## config.mk

```make
export PLATFORM = sky130hd
export DESIGN_NAME = mlb_timing
export DESIGN_NICKNAME = d
export VERILOG_FILES = /design/src/mlb_timing_pkg.sv /design/src/mlb_timing.sv
export SDC_FILE = /design/constraint.sdc
export NUM_CORES = 1
export LEC_CHECK = 0
export ABC_AREA = 0
export BUFFER_PORTS_ARGS = -buffer_cell sky130_fd_sc_hd__buf_4
export CORE_MARGIN = 8
export CORE_UTILIZATION = 40
export CTS_BUF_LIST = sky130_fd_sc_hd__clkbuf_4 sky130_fd_sc_hd__clkbuf_8
export DETAILED_ROUTE_END_ITERATION = 8
export MAX_ROUTING_LAYER = met4
export PLACE_DENSITY = 0.65
export SKIP_CTS_REPAIR_TIMING = 1
export SLEW_MARGIN = 0
export SYNTH_ARGS = -nofsm -noshare
export SYNTH_HDL_FRONTEND = slang
export SYNTH_SLANG_ARGS = --single-unit
```

## constraint.sdc

```tcl
create_clock -name i_clk -period 2.8 [get_ports i_clk]
set_input_delay 0.14 -clock i_clk [delete_from_list [all_inputs] [get_ports i_clk]]
set_output_delay 0.14 -clock i_clk [all_outputs]
set_load 0.05 [all_outputs]
```

## src/mlb_timing_pkg.sv

```systemverilog
// constants for the multilayer bus access timing and byte-order block
package mlb_timing_pkg;
  // access targets
  localparam logic [2:0] TGT_FLASH = 3'h0;
  localparam logic [2:0] TGT_SRAM = 3'h1;
  localparam logic [2:0] TGT_PERIPH = 3'h2;
  localparam logic [2:0] TGT_FLASH_IF = 3'h3;
  localparam logic [2:0] TGT_ETH_DMA = 3'h4;
  localparam logic [2:0] TGT_ETH_MAC = 3'h5;
  // on-chip memory latencies in core cycles
  localparam logic [3:0] LAT_FLASH_HIT = 4'h1;
  localparam logic [3:0] LAT_FLASH_MISS = 4'h4;
  localparam logic [3:0] LAT_SRAM_LOW = 4'h1;
  localparam logic [3:0] LAT_SRAM_HI_RD = 4'h2;
  localparam logic [3:0] LAT_SRAM_HI_WR = 4'h3;
  localparam logic [2:0] SRAM_FIRST_SLOW_PAGE = 3'h4;
  localparam logic [3:0] LAT_ERROR = 4'h1;
  // bus, peripheral and return phase lengths
  localparam logic [3:0] BUS_ORDINARY = 4'h1;
  localparam logic [3:0] BUS_DMA_WR = 4'h3;
  localparam logic [3:0] BUS_DMA_RD = 4'h4;
  localparam logic [3:0] BUS_MAC_WR = 4'h9;
  localparam logic [3:0] BUS_MAC_RD = 4'hC;
  localparam logic [3:0] PER_ORDINARY = 4'h2;
  localparam logic [3:0] PER_FLASH_IF = 4'h3;
  localparam logic [3:0] RET_BASE = 4'h2;
  // core-to-bus ratio codes
  localparam logic [1:0] CB_RATIO_1 = 2'h0;
  localparam logic [1:0] CB_RATIO_2 = 2'h1;
  localparam logic [1:0] CB_RATIO_4 = 2'h2;
  localparam logic [1:0] CB_RATIO_8 = 2'h3;
  // bus-to-peripheral ratio codes
  localparam logic BP_RATIO_1 = 1'h0;
  localparam logic BP_RATIO_2 = 1'h1;
  // byte order: one bit per area, 1 is big-endian
  localparam int AREAS = 8;
  localparam logic [7:0] ENDIAN_RST = 8'hFF;
endpackage : mlb_timing_pkg

```

## src/mlb_timing.sv

```systemverilog
// access timing engine and external byte-lane steering
// What this block does
// RULE_01 - flash reads take 1 core cycle on a cache hit and 4 on a miss; sram pages 0-3 take 1, pages 4-7 take 2 to read and 3 to write.
// RULE_02 - the core, internal bus and peripheral bus layers each advance on their own clock, here core cycles and enable pulses.
// RULE_03 - an ordinary peripheral write takes (2+n) core, (1+m) bus and 2 peripheral cycles.
// RULE_04 - an ordinary peripheral read takes the write time plus a (2+l) core-cycle return.
// RULE_05 - flash interface module accesses spend 3 peripheral cycles instead of 2.
// RULE_06 - ethernet dma controller accesses skip the peripheral bus: 3 bus cycles to write, 4 plus return to read.
// RULE_07 - ethernet mac controller accesses take 9 bus cycles to write, 12 plus return to read.
// RULE_08 - the waits n and m follow the divider phase and stay below the clock ratio.
// RULE_09 - each area has a byte-order setting that is only taken while that area is not accessed.
// RULE_10 - the byte-order setting of area 0 has no effect.
// RULE_11 - area 0 always works big-endian.
// RULE_12 - big-endian puts address 0 on the upper lane strobe, little-endian on the lower.
`timescale 1ns/1ps
module mlb_timing (
  // clock and reset
  input wire logic i_clk,
  input wire logic i_sys_rst,
  // clock ratios
  input wire logic [1:0] i_core_bus_ratio,
  input wire logic i_bus_per_ratio,
  // on-chip access request
  input wire logic i_req,
  input wire logic i_write,
  input wire logic [2:0] i_target,
  input wire logic i_cache_hit,
  input wire logic [2:0] i_sram_page,
  // on-chip access answer
  output logic o_busy,
  output logic o_done,
  output logic o_error,
  // external area write request
  input wire logic i_ext_req,
  input wire logic [2:0] i_ext_area,
  input wire logic i_ext_addr0,
  input wire logic i_ext_size16,
  input wire logic [15:0] i_ext_wdata,
  input wire logic [7:0] i_area_endian_cfg,
  // external bus drive
  output logic o_ext_wr,
  output logic o_upper_byte_write_strobe,
  output logic o_lower_byte_write_strobe,
  output logic [15:0] o_ext_wdata,
  output logic o_ext_big_endian
);
  typedef enum logic [2:0] {
    ST_IDLE = 3'b000,
    ST_MEM = 3'b001,
    ST_CORE = 3'b010,
    ST_BUS = 3'b011,
    ST_PERI = 3'b100,
    ST_RET = 3'b101
  } state_e;

  typedef struct packed {
    state_e st;
    logic [3:0] cnt;
    logic [2:0] bdiv;
    logic pdiv;
    logic wr;
    logic [2:0] tgt;
    logic busy;
    logic done;
    logic err;
    logic [7:0] endian;
    logic ext_wr;
    logic up_stb;
    logic lo_stb;
    logic [15:0] wdata;
    logic big;
  } state_s;

  state_s s_r;
  state_s s_nxt;
  logic bus_en;
  logic per_en;
  logic ret_l;

  // divider mask for the core-to-bus ratio
  function automatic logic [2:0] div_mask(input logic [1:0] r);
    case (r)
      mlb_timing_pkg::CB_RATIO_1: div_mask = 3'h0;
      mlb_timing_pkg::CB_RATIO_2: div_mask = 3'h1;
      mlb_timing_pkg::CB_RATIO_4: div_mask = 3'h3;
      default: div_mask = 3'h7;
    endcase
  endfunction : div_mask

  // effective byte order of an area
  function automatic logic area_big(input logic [7:0] e, input logic [2:0] a);
    // RULE_10 area 0 setting ignored
    // RULE_11 area 0 forced big
    area_big = (a == 3'h0) ? 1'b1 : e[a];
  endfunction : area_big

  // bus and peripheral enable pulses
  // RULE_02 per-layer clock enables
  assign bus_en = ((s_r.bdiv & div_mask(i_core_bus_ratio)) == 3'h0);
  assign per_en = bus_en && ((i_bus_per_ratio == mlb_timing_pkg::BP_RATIO_1) || !s_r.pdiv);
  // return wait l: 1 at 8:1, phase dependent at 4:1, else 0
  assign ret_l = (i_core_bus_ratio == mlb_timing_pkg::CB_RATIO_8) ||
                 ((i_core_bus_ratio == mlb_timing_pkg::CB_RATIO_4) && s_r.bdiv[0]);

  // next-state logic
  always_comb begin
    logic [3:0] lat;
    logic phase_end;
    lat = mlb_timing_pkg::LAT_ERROR;
    phase_end = 1'b0;
    s_nxt = s_r;
    s_nxt.done = 1'b0;
    s_nxt.err = 1'b0;
    s_nxt.ext_wr = 1'b0;
    // RULE_08 free-running dividers set n and m
    s_nxt.bdiv = s_r.bdiv + 3'h1;
    if (bus_en) begin
      s_nxt.pdiv = ~s_r.pdiv;
    end
    case (s_r.st)
      ST_IDLE: begin
        if (i_req) begin
          s_nxt.wr = i_write;
          s_nxt.tgt = i_target;
          s_nxt.busy = 1'b1;
          case (i_target)
            // RULE_01 memory latency select
            mlb_timing_pkg::TGT_FLASH: begin
              lat = i_cache_hit ? mlb_timing_pkg::LAT_FLASH_HIT
                                : mlb_timing_pkg::LAT_FLASH_MISS;
              if (i_write) begin
                lat = mlb_timing_pkg::LAT_ERROR;
                s_nxt.err = 1'b1;
              end
            end
            mlb_timing_pkg::TGT_SRAM: begin
              if (i_sram_page < mlb_timing_pkg::SRAM_FIRST_SLOW_PAGE) begin
                lat = mlb_timing_pkg::LAT_SRAM_LOW;
              end else begin
                lat = i_write ? mlb_timing_pkg::LAT_SRAM_HI_WR
                              : mlb_timing_pkg::LAT_SRAM_HI_RD;
              end
            end
            mlb_timing_pkg::TGT_PERIPH, mlb_timing_pkg::TGT_FLASH_IF,
            mlb_timing_pkg::TGT_ETH_DMA, mlb_timing_pkg::TGT_ETH_MAC: begin
              lat = 4'h0;
              s_nxt.st = ST_CORE;
            end
            default: begin
              s_nxt.err = 1'b1;
            end
          endcase
          if (lat == 4'h1) begin
            s_nxt.done = 1'b1;
            s_nxt.busy = 1'b0;
          end else if (lat != 4'h0) begin
            s_nxt.st = ST_MEM;
            s_nxt.cnt = lat - 4'h1;
          end
        end
      end
      ST_MEM: begin
        if (s_r.cnt == 4'h1) begin
          s_nxt.done = 1'b1;
          s_nxt.busy = 1'b0;
          s_nxt.st = ST_IDLE;
        end else begin
          s_nxt.cnt = s_r.cnt - 4'h1;
        end
      end
      // RULE_03 core part waits n for a bus edge
      ST_CORE: begin
        if (bus_en) begin
          s_nxt.st = ST_BUS;
          case (s_r.tgt)
            // RULE_06 dma bus length
            mlb_timing_pkg::TGT_ETH_DMA:
              s_nxt.cnt = s_r.wr ? mlb_timing_pkg::BUS_DMA_WR : mlb_timing_pkg::BUS_DMA_RD;
            // RULE_07 mac bus length
            mlb_timing_pkg::TGT_ETH_MAC:
              s_nxt.cnt = s_r.wr ? mlb_timing_pkg::BUS_MAC_WR : mlb_timing_pkg::BUS_MAC_RD;
            default:
              s_nxt.cnt = mlb_timing_pkg::BUS_ORDINARY;
          endcase
        end
      end
      ST_BUS: begin
        if (bus_en) begin
          if (s_r.cnt != 4'h1) begin
            s_nxt.cnt = s_r.cnt - 4'h1;
          end else if ((s_r.tgt == mlb_timing_pkg::TGT_ETH_DMA) ||
                       (s_r.tgt == mlb_timing_pkg::TGT_ETH_MAC)) begin
            phase_end = 1'b1;
          end else if (per_en) begin
            // RULE_05 flash interface peripheral length
            s_nxt.st = ST_PERI;
            s_nxt.cnt = (s_r.tgt == mlb_timing_pkg::TGT_FLASH_IF) ?
                        mlb_timing_pkg::PER_FLASH_IF : mlb_timing_pkg::PER_ORDINARY;
          end
        end
      end
      ST_PERI: begin
        if (per_en) begin
          if (s_r.cnt == 4'h1) begin
            phase_end = 1'b1;
          end else begin
            s_nxt.cnt = s_r.cnt - 4'h1;
          end
        end
      end
      ST_RET: begin
        if (s_r.cnt == 4'h1) begin
          s_nxt.done = 1'b1;
          s_nxt.busy = 1'b0;
          s_nxt.st = ST_IDLE;
        end else begin
          s_nxt.cnt = s_r.cnt - 4'h1;
        end
      end
      default: begin
        s_nxt.st = ST_IDLE;
        s_nxt.busy = 1'b0;
      end
    endcase
    // RULE_04 reads add the return path
    if (phase_end) begin
      if (s_r.wr) begin
        s_nxt.done = 1'b1;
        s_nxt.busy = 1'b0;
        s_nxt.st = ST_IDLE;
      end else begin
        s_nxt.st = ST_RET;
        s_nxt.cnt = mlb_timing_pkg::RET_BASE + {3'h0, ret_l};
      end
    end
    // RULE_09 byte order held while its area is accessed
    for (int i = 0; i < mlb_timing_pkg::AREAS; i++) begin
      if (!(i_ext_req && (i_ext_area == i[2:0]))) begin
        s_nxt.endian[i] = i_area_endian_cfg[i];
      end
    end
    // RULE_12 lane and strobe steering
    if (i_ext_req) begin
      s_nxt.ext_wr = 1'b1;
      s_nxt.big = area_big(s_r.endian, i_ext_area);
      if (i_ext_size16) begin
        s_nxt.up_stb = 1'b1;
        s_nxt.lo_stb = 1'b1;
        s_nxt.wdata = i_ext_wdata;
      end else begin
        s_nxt.up_stb = (i_ext_addr0 == 1'b0) == s_nxt.big;
        s_nxt.lo_stb = !s_nxt.up_stb;
        s_nxt.wdata = {i_ext_wdata[7:0], i_ext_wdata[7:0]};
      end
    end else begin
      s_nxt.up_stb = 1'b0;
      s_nxt.lo_stb = 1'b0;
    end
  end

  // state register
  always_ff @(posedge i_clk) begin
    if (i_sys_rst) begin
      s_r <= '0;
      s_r.endian <= mlb_timing_pkg::ENDIAN_RST;
      s_r.big <= 1'b1;
    end else begin
      s_r <= s_nxt;
    end
  end

  // outputs straight from the state register
  assign o_busy = s_r.busy;
  assign o_done = s_r.done;
  assign o_error = s_r.err;
  assign o_ext_wr = s_r.ext_wr;
  assign o_upper_byte_write_strobe = s_r.up_stb;
  assign o_lower_byte_write_strobe = s_r.lo_stb;
  assign o_ext_wdata = s_r.wdata;
  assign o_ext_big_endian = s_r.big;

  // checks
  logic ratio_11;
  assign ratio_11 = (i_core_bus_ratio == mlb_timing_pkg::CB_RATIO_1) && !i_bus_per_ratio;
endmodule : mlb_timing

```

==> results of run 1 <==
per-stage QoR:
| stage | worst slack (ns) | hold WS [ns] |
|---|---|---|
| final | 0.417 | 0.0363 |
| after global routing | 0.259 | 0.0221 |
| after CTS | 0.430 | 0.0301 |
| after detailed placement | 0.280 | 0.347 |
| after global placement | 0.360 | 0.342 |
| after floorplan | 0.524 | 0.258 |
worst paths after layout:
check	start	end
max	s_r[40]	s_r[39]
min	i_area_endian_cfg[7]	s_r[27]
max reg2reg	s_r[40]	s_r[39]
min reg2reg	s_r[33]	s_r[33]
sequential cells by signal (all words and copies together) (netlist names):
name                       flops
s_r                           22
o_lower_byte_write_strobe      1
o_busy                         1
o_error                        1
o_ext_wdata                   16
o_ext_big_endian               1
o_ext_wr                       1
o_done                         1
o_upper_byte_write_strobe      1
metal layers:
metal | global-route usage (%) | share of wire [%] | up-vias
li1 | - | - | 1270
met1 | 18.1 | 47 | 1147
met2 | 22.7 | 44 | 87
met3 | 3.88 | 8.0 | 10
met4 | 4.54 | 1.3 | 0
met5 | - | 0 | -
power by group through the flow:
stage / logic [mW] / clock network [mW] / registers [mW]
finish: 0.856 / 0.593 / 0.831
global route: 0.942 / 0.637 / 0.846
CTS: 0.854 / 0.614 / 0.829
detailed placement: 0.851 / 0 / 0.844
global placement: 0.840 / 0 / 0.843
floorplan: 0.689 / 0 / 0.802
final cells by class:
cell class,instances,area [sq um]
Clock inverter,3,68.8
Clock buffer,5,68.8
Fill cell,675,3440
Multi-Input combinational cell,242,1670
Timing Repair Buffer,66,495
Tap cell,96,120
Inverter,9,33.8
Sequential cell,45,901
placed cells by master (no fill, tap or decap), types with 2 or more instances in the layout:
master                      synthesis  final
sky130_fd_sc_hd__a2111oi_0          2      2
sky130_fd_sc_hd__a211o_1            4      4
sky130_fd_sc_hd__a211oi_1          14     14
sky130_fd_sc_hd__a21boi_0           2      2
sky130_fd_sc_hd__a21o_1             4      4
sky130_fd_sc_hd__a21oi_1           18     18
sky130_fd_sc_hd__a311oi_1           2      2
sky130_fd_sc_hd__a31oi_1            2      2
sky130_fd_sc_hd__buf_4             16     66
sky130_fd_sc_hd__bufinv_16          0      2
sky130_fd_sc_hd__clkbuf_8           0      5
sky130_fd_sc_hd__dfxtp_1           45     45
sky130_fd_sc_hd__ha_1               6      6
sky130_fd_sc_hd__inv_1              8      8
sky130_fd_sc_hd__mux2i_1           22     22
sky130_fd_sc_hd__nand2_1           22     22
sky130_fd_sc_hd__nand2b_1          11     11
sky130_fd_sc_hd__nand3_1            2      2
sky130_fd_sc_hd__nand3b_1           3      3
sky130_fd_sc_hd__nand4b_1           2      2
sky130_fd_sc_hd__nor2_1            39     39
sky130_fd_sc_hd__nor2b_1            7      7
sky130_fd_sc_hd__nor3_1            10     10
sky130_fd_sc_hd__nor3b_1            6      6
sky130_fd_sc_hd__nor4b_1            2      2
sky130_fd_sc_hd__o211ai_1           2      2
sky130_fd_sc_hd__o21a_1             3      3
sky130_fd_sc_hd__o21ai_0            6      6
sky130_fd_sc_hd__o21ai_1            2      2
sky130_fd_sc_hd__o221ai_1           3      3
sky130_fd_sc_hd__o22ai_1            3      3
sky130_fd_sc_hd__o31a_1             4      4
sky130_fd_sc_hd__o31ai_1            3      3
sky130_fd_sc_hd__or2_2              2      2
sky130_fd_sc_hd__or3_1              2      2
sky130_fd_sc_hd__xnor2_1            4      4
kinds of logic (layout without fill, tap and decap cells):
| kind of cell | after synthesis | after routing | synth area share, % |
|---|---|---|---|
| AO/OA/AOI/OAI | 86 | 86 | 22.7 |
| AND/OR/NAND/NOR | 121 | 121 | 23.3 |
| adder cells (fa/ha/maj) | 6 | 6 | 2.67 |
| buffers and inverters | 45 | 83 | 8.64 |
| XOR/XNOR | 5 | 5 | 1.56 |
| flip-flops | 45 | 45 | 32.1 |
| multiplexers | 24 | 24 | 9.04 |
==> results.toml, run 1 <==
[grt]
groute.usage.overall_pct = 14.6
grt-ovfl-total = 0
first_global_vias = 2506
grt_pass1_wl_microns = 11900
grt_max_degree = 43
antenna_found_initial = 0

[critical_path]
ff2ff_path_depth = 7
setup.worst_path.start_class = "register"
timing.critical_path.max_delay_family = "simple AND/OR/NAND/NOR gates"
crit_type = "reg -> reg"
critical_path.max_fanout = 8
crit_required_ns = 3.00
critical_path_depth = 7
worst-path-buf-inv = 1
cp_slowest_cell = "sky130_fd_sc_hd__nor3b_2"
r2r_slack_ns = 0.42
worstPathArrival_ns = 2.58
slowest_delay_ns = 0.49
crit_path_cell_trace = "inv_1, ha_1, nor3b_2, xnor2_1, o22ai_1, or4_1, o31a_1"
critical_path.endpoint_type = "register"

[logic_synthesis]
cell_taking_the_most_area_after_synthesis = "sky130_fd_sc_hd__dfxtp_1"
synth-edff-count = 0
postSynthAreaPerCell_sq_um = 8.46
synthArstFlopShare_pct = 0
yosys_most_used_dff = "sky130_fd_sc_hd__dfxtp_1"
synth-seq-area-share_pct = 32.1
post_synth_design_cell_area_sq_mm = 0.00281
synth.lib_cells_used.distinct = 67
synth_top_area_share_pct = 32.1
ys_top_cells_by_area = "sky130_fd_sc_hd__dfxtp_1 (32%), sky130_fd_sc_hd__mux2i_1 (7.8%), sky130_fd_sc_hd__nor2_1 (5.2%)"
synthMostInstantiatedCell = "sky130_fd_sc_hd__dfxtp_1"
flop_and_latch_count_out_of_synthesis = 45
syn_nets = 382
post_synth_inst_count = 332
ys.warnings.count = 0
ys_top_cells_by_count = "sky130_fd_sc_hd__dfxtp_1 (45), sky130_fd_sc_hd__nor2_1 (39), sky130_fd_sc_hd__mux2i_1 (22), sky130_fd_sc_hd__nand2_1 (22), sky130_fd_sc_hd__a21oi_1 (18)"

[power_and_ir_drop]
switching_share_pct = 36.3
power_frac_clock_pct = 26.0
power_leakage_nw = 1.39
switching_power_mw = 0.828
seq_power_share_pct = 36.5
power.share.combinational_pct = 37.5
vdd_drop_max_v = 0.000285
power_report.internal_total_mw = 1.45
p_per_area_mw_per_mm2 = 680
finalPower_mw = 2.28

[clock_network]
tritoncts = "built"
cts.path.max_buffers = 2
numClockSinks = 45
clock_latency_ns = 0.30
clock_tree.root_cell = "sky130_fd_sc_hd__clkbuf_8"
cts_htree_levels = 2
cts-buffers-inserted = 5
cts.clk_slew.worst_paths_ns = 0.09

[final_layout]
finish.cell_count_without_fillers = 466
antenna_diode_instance_count = 0
final_area_sq_mm = 0.00335
drive_above_1_share_pct = 24.3
area_delta_synth_final_pct = 19.4
final_net_count = 419
layout.core_utilization_pct = 49.4

[sta]
timing.max_slew.rel_slack_pct = 51.2
final_hold_viol_count = 0
final.period_utilization_pct = 85.1
setup_viol = 0
achievable-frequency_mhz = 420
max_slew.worst_pin.slew_ns = 0.732
timing_max_transition_violations_final = 0
grt_setup_unrepaired = "false"
fin_worst_skew_ns = 0.00907
setup_total_negative_slack_ns = 0
finalCriticalPeriod_ns = 2.38

[detailed_routing]
post_drt_via_cell_ratio = 5.39
drt_pass1_iterations = 4
via_count = 2514
totalWireLength_microns = 6930
drcViolationCount = 0
wire_per_inst_microns = 14.9
drt_iter0_drc = 185
antenna_nets_post_route = 0

[place]
dpl_cells = 458
place_hpwl_microns = 5230
place.gp.congestion = 0.856
dp_area_sq_mm = 0.00322
portBuffers = 63

[die]
fp.dieArea_sq_mm = 0.00996
num_rows = 30
core_region_area_sq_mm = 0.00679
die_h_microns = 99.8
die_width_microns = 99.8
floorplan.io_pins = 67
starting_density_pct = 41.3

[min_path]
min_delay_worst_type = "in -> reg"
min_delay_path_depth = 2

[outcome]
outcome = "finished, final reports clean"

[job]
timing.max_cap.violations = 0
No activity file was read; power rests on OpenSTA's default activity.
==> run 2, diff against run 1 <==
--- a/config.mk
+++ b/config.mk
@@ -12,7 +12,7 @@
 export CTS_BUF_LIST = sky130_fd_sc_hd__clkbuf_4 sky130_fd_sc_hd__clkbuf_8
 export DETAILED_ROUTE_END_ITERATION = 8
 export MAX_ROUTING_LAYER = met4
-export PLACE_DENSITY = 0.65
+export PLACE_DENSITY = 0.68
 export SKIP_CTS_REPAIR_TIMING = 1
 export SLEW_MARGIN = 0
 export SYNTH_ARGS = -nofsm -noshare
==> constraint.sdc (replaced) <==
create_clock -name i_clk -period 2 [get_ports i_clk]
set_input_delay 0.1 -clock i_clk [delete_from_list [all_inputs] [get_ports i_clk]]
set_output_delay 0.1 -clock i_clk [all_outputs]
set_load 0.05 [all_outputs]
==> run 2 against run 1 <==
  * Total power up 47%
  * Setup slack got worse by 0.33 ns
  * Clock-buffer cell count is 1 higher
  * Critical endpoint unchanged
  * Largest power group unchanged
==> results.toml, run 2 (synthesis gave the netlist of run 1 again) <==
[outcome]
outcome = "finished, final reports clean"

[place]
dp_area_sq_mm = 0.00350
dpl_cells = 487
place_hpwl_microns = 5760
portBuffers = 63
place.gp.congestion = 0.964

[detailed_routing]
post_drt_via_cell_ratio = 5.34
totalWireLength_microns = 7550
drt_iter0_drc = 161
wire_per_inst_microns = 15.2
drcViolationCount = 0
antenna_nets_post_route = 0
drt_pass1_iterations = 4
via_count = 2661

[job]
timing.max_cap.violations = 0

[grt]
grt-ovfl-total = 0
antenna_found_initial = 0
grt_pass1_wl_microns = 12300
grt_max_degree = 43
first_global_vias = 2645
groute.usage.overall_pct = 15.5

[min_path]
holdPathEnd = "s_r[21]"
min_delay_path_depth = 3
min_delay_worst_type = "in -> reg"
holdCritStartpoint = "i_area_endian_cfg[1]"

[critical_path]
worstPathArrival_ns = 2.11
ff2ff_path_depth = 6
critical_path.endpoint_type = "register"
critical_path.reg2reg.endpoint = "s_r[39]"
crit_type = "reg -> reg"
crit_required_ns = 2.20
critical_path.max_fanout = 4
r2r_slack_ns = 0.09
setup.worst_path.start_class = "register"
worstReg2RegStart = "s_r[39]"

[sta]
fin_worst_skew_ns = 0.0112
final.period_utilization_pct = 95.7
timing.max_slew.rel_slack_pct = 70.6
whs_ns = 0.00989
grt_setup_unrepaired = "false"
finalCriticalPeriod_ns = 1.91
setup_viol = 0
final_hold_viol_count = 0
max_slew.worst_pin.slew_ns = 0.440
achievable-frequency_mhz = 522
timing_max_transition_violations_final = 0

[final_layout]
final_common_cell = "sky130_fd_sc_hd__buf_4"
finish.cell_count_without_fillers = 498
area_delta_synth_final_pct = 30.8
num-fill-cells = 646
max_reg_flops = 22
max_flop_register = "s_r"
mostFrequentLayoutCells = "sky130_fd_sc_hd__buf_4 (95), sky130_fd_sc_hd__dfxtp_1 (44), sky130_fd_sc_hd__nor2_1 (39)"
drive_above_1_share_pct = 32.6
area.sequential_sq_um = 902
antenna_diode_instance_count = 0
final_area_sq_mm = 0.00367
final_net_count = 451
layout.core_utilization_pct = 54.1
multi_input_area_sq_mm = 0.00176

[clock_network]
clock_latency_ns = 0.30
clock_tree.root_cell = "sky130_fd_sc_hd__clkbuf_8"
cts_htree_levels = 2
cts.clk_slew.worst_paths_ns = 0.09
cts.path.max_buffers = 2
cts-buffers-inserted = 5
tritoncts = "built"
numClockSinks = 45

[die]
starting_density_pct = 41.3
die_h_microns = 99.8
floorplan.io_pins = 67
num_rows = 30
fp.dieArea_sq_mm = 0.00996
die_width_microns = 99.8
core_region_area_sq_mm = 0.00679

[power_and_ir_drop]
finalPower_mw = 3.36
power_leakage_nw = 1.56
p_per_area_mw_per_mm2 = 914
vdd_drop_max_v = 0.000485
## run 2: worst max-delay path: stages, from the launching register on
cell and delay, ns:
sky130_fd_sc_hd__dfxtp_1 0.40, sky130_fd_sc_hd__ha_4 0.17, sky130_fd_sc_hd__nor3b_4 0.20, sky130_fd_sc_hd__xnor2_1 0.15, sky130_fd_sc_hd__o22ai_1 0.09, sky130_fd_sc_hd__or4_1 0.50, sky130_fd_sc_hd__o31a_1 0.31
## run 2: final cells by class
cell class                 count  area share (%)
multi-input combinational    242            47.8
sequential                    45            24.5
timing repair buffer          98            20.2
tap                           96            3.27
clock buffer                   6            2.25
clock inverter                 2            1.02
inverter                       9           0.919
## run 2: worst max path at each step
stage,from,to,cells after the start
6_report,s_r[39],s_r[39],6
5_1_grt,s_r[39],s_r[39],6
4_1_cts,s_r[40],s_r[44],8
3_5_place_dp,i_target[1],s_r[39],10
3_3_place_gp,i_target[1],s_r[39],9
2_1_floorplan,i_target[2],s_r[39],9
## run 2: per-layer routing
metal | share of wire [%] | wire length (microns) | global-route usage [%] | vias to the layer above
li1 | - | - | - | 1321
met1 | 47 | 3520 | 18.9 | 1214
met2 | 44 | 3300 | 24.1 | 110
met3 | 7.8 | 590 | 4.22 | 16
met4 | 1.9 | 140 | 5.01 | 0
met5 | 0 | 0 | - | -
## run 2: metrics by stage
step | setup slack [ns] | TNS, ns
6_report | 0.0859 | 0
4_1_cts | 0.0647 | 0
3_5_place_dp | -0.176 | -0.298
3_3_place_gp | -0.0992 | -0.125
5_1_grt | 0.0202 | 0
2_1_floorplan | -0.0132 | -0.0132
## run 2: power by group
part           switching [mW]  internal [mW]
registers               0.104           1.01
logic                   0.818          0.703
clock network           0.322          0.406
==> run 3, diff against run 2 <==
--- a/config.mk
+++ b/config.mk
@@ -7,12 +7,14 @@
 export LEC_CHECK = 0
 export ABC_AREA = 0
 export BUFFER_PORTS_ARGS = -buffer_cell sky130_fd_sc_hd__buf_4
+export CELL_PAD_IN_SITES_DETAIL_PLACEMENT = 1
+export CELL_PAD_IN_SITES_GLOBAL_PLACEMENT = 1
 export CORE_MARGIN = 8
-export CORE_UTILIZATION = 40
+export CORE_UTILIZATION = 37
 export CTS_BUF_LIST = sky130_fd_sc_hd__clkbuf_4 sky130_fd_sc_hd__clkbuf_8
 export DETAILED_ROUTE_END_ITERATION = 8
 export MAX_ROUTING_LAYER = met4
-export PLACE_DENSITY = 0.68
+export PLACE_DENSITY = 0.81
 export SKIP_CTS_REPAIR_TIMING = 1
 export SLEW_MARGIN = 0
 export SYNTH_ARGS = -nofsm -noshare
==> run 3 against run 2 <==
  * The flow now finishes with violations (negative hold slack)
  * Clock skew about the same
  * Clock power decreased by 17%
  * Via count is 2.2% higher
  * Largest cell class unchanged
==> results.toml, run 3 (synthesis gave the netlist of run 1 again) <==
[final_layout]
area.sequential_sq_um = 907
finish.cell_count_without_fillers = 497
area_delta_synth_final_pct = 29.8
multi_input_area_sq_mm = 0.00176
num-fill-cells = 911
mostFrequentLayoutCells = "sky130_fd_sc_hd__buf_4 (92), sky130_fd_sc_hd__dfxtp_1 (40), sky130_fd_sc_hd__nor2_1 (39)"
max_reg_flops = 22
drive_above_1_share_pct = 33.7
max_flop_register = "s_r"
final_common_cell = "sky130_fd_sc_hd__buf_4"
antenna_diode_instance_count = 0
final_net_count = 447
layout.core_utilization_pct = 50.0

[place]
place.gp.congestion = 0.904
place_hpwl_microns = 6790
dp_worst_setup_slack_ns = -0.162
portBuffers = 63
dpl_cells = 489

[outcome]
violations_in_the_final_reports = "negative hold slack"
outcome = "finished with violations"

[power_and_ir_drop]
power_report.internal_total_mw = 1.98
power_frac_clock_pct = 18.4
switching_power_mw = 1.31
power.share.combinational_pct = 47.4
power_leakage_nw = 1.54
switching_share_pct = 39.9
vdd_drop_max_v = 0.000477
seq_power_share_pct = 34.2
finalPower_mw = 3.29
p_per_area_mw_per_mm2 = 901

[grt]
groute.usage.overall_pct = 16.9
grt_pass1_wl_microns = 13900
grt_max_degree = 43
first_global_vias = 2826
grt-ovfl-total = 0
antenna_found_initial = 0

[sta]
final_hold_viol_count = 2
timing.max_slew.rel_slack_pct = 69.8
finalCriticalPeriod_ns = 1.93
setup_ws_ns = 0.0654
final.period_utilization_pct = 96.7
fin_worst_skew_ns = 0.0110
grt_setup_unrepaired = "false"
achievable-frequency_mhz = 517
timing_max_transition_violations_final = 0
whs_ns = -0.00298
max_slew.worst_pin.slew_ns = 0.453
setup_viol = 0

[die]
die_width_microns = 103
floorplan.io_pins = 67
die_h_microns = 103
num_rows = 31
starting_density_pct = 38.5
fp.dieArea_sq_mm = 0.0106
core_region_area_sq_mm = 0.00729

[clock_network]
clock_latency_ns = 0.31
cts.path.max_buffers = 2
tritoncts = "built"
numClockSinks = 45
clock_tree.root_cell = "sky130_fd_sc_hd__clkbuf_8"
cts_htree_levels = 2
cts.clk_slew.worst_paths_ns = 0.10
cts-buffers-inserted = 5

[critical_path]
crit_type = "reg -> reg"
critical_path.reg2reg.endpoint = "s_r[44]"
ff2ff_path_depth = 7
critPathCapture = "s_r[44]"
critical_path.endpoint_type = "register"
critical_path.max_fanout = 5
worstReg2RegStart = "s_r[44]"
crit_required_ns = 2.21
setup.worst_path.start_class = "register"
worstSetupStartpoint = "s_r[44]"
worstPathArrival_ns = 2.14
r2r_slack_ns = 0.07

[detailed_routing]
wire_per_inst_microns = 17.5
via_count = 2719
post_drt_via_cell_ratio = 5.47
totalWireLength_microns = 8700
antenna_nets_post_route = 0
drt_pass1_iterations = 4
drt_iter0_drc = 128
drcViolationCount = 0

[min_path]
min_delay_worst_type = "in -> reg"

[job]
timing.max_cap.violations = 0
[run 3: layer usage]
layer  track usage (%)  wire length [microns]  vias to the layer above
li1                  -                      -                     1317
met1              19.4                   3710                     1321
met2              29.4                   4420                       67
met3              2.97                    457                       14
met4              4.67                    117                        0
met5                 -                      0                        -
[run 3: critical path, cell delays in order (launching register included)]
cell	delay, ns
sky130_fd_sc_hd__dfxtp_2	0.37
sky130_fd_sc_hd__or3b_4	0.42
sky130_fd_sc_hd__a2bb2oi_4	0.16
sky130_fd_sc_hd__buf_4	0.16
sky130_fd_sc_hd__nor3_1	0.19
sky130_fd_sc_hd__buf_4	0.17
sky130_fd_sc_hd__o31ai_1	0.08
sky130_fd_sc_hd__a311oi_1	0.28
[run 3: area by class of cell]
| type | instances | share of cell area, % |
|---|---|---|
| Multi-Input combinational cell | 242 | 48.4 |
| Sequential cell | 45 | 24.9 |
| Timing Repair Buffer | 94 | 19.8 |
| Tap cell | 99 | 3.40 |
| Clock buffer | 5 | 1.89 |
| Inverter | 9 | 0.927 |
| Clock inverter | 3 | 0.687 |
[run 3: metrics by stage]
| stage | area (sq um) | setup TNS, ns |
|---|---|---|
| after detailed placement | 3510 | -0.469 |
| after global routing | 3640 | 0 |
| after floorplan | 2890 | -0.0132 |
| final | 3640 | 0 |
| after CTS | 3600 | 0 |
| after global placement | 3510 | -0.119 |
[run 3: power by group through the flow]
stage                     combinational [mW]  sequential (mW)  clock, mW
after floorplan                         1.02             1.13          0
after global routing                    1.68             1.14      0.653
after detailed placement                1.49             1.14          0
after CTS                               1.50             1.12      0.616
final                                   1.56             1.12      0.603
after global placement                  1.45             1.13          0
[run 3: worst min path at each step]
| stage | start | end | cells after the start |
|---|---|---|---|
| 6_report | i_area_endian_cfg[5] | s_r[25] | 2 |
| 3_5_place_dp | i_area_endian_cfg[5] | s_r[25] | 2 |
| 2_1_floorplan | i_area_endian_cfg[5] | s_r[25] | 1 |
| 4_1_cts | i_area_endian_cfg[5] | s_r[25] | 2 |
| 5_1_grt | i_area_endian_cfg[7] | s_r[27] | 2 |
| 3_3_place_gp | i_area_endian_cfg[7] | s_r[27] | 2 |
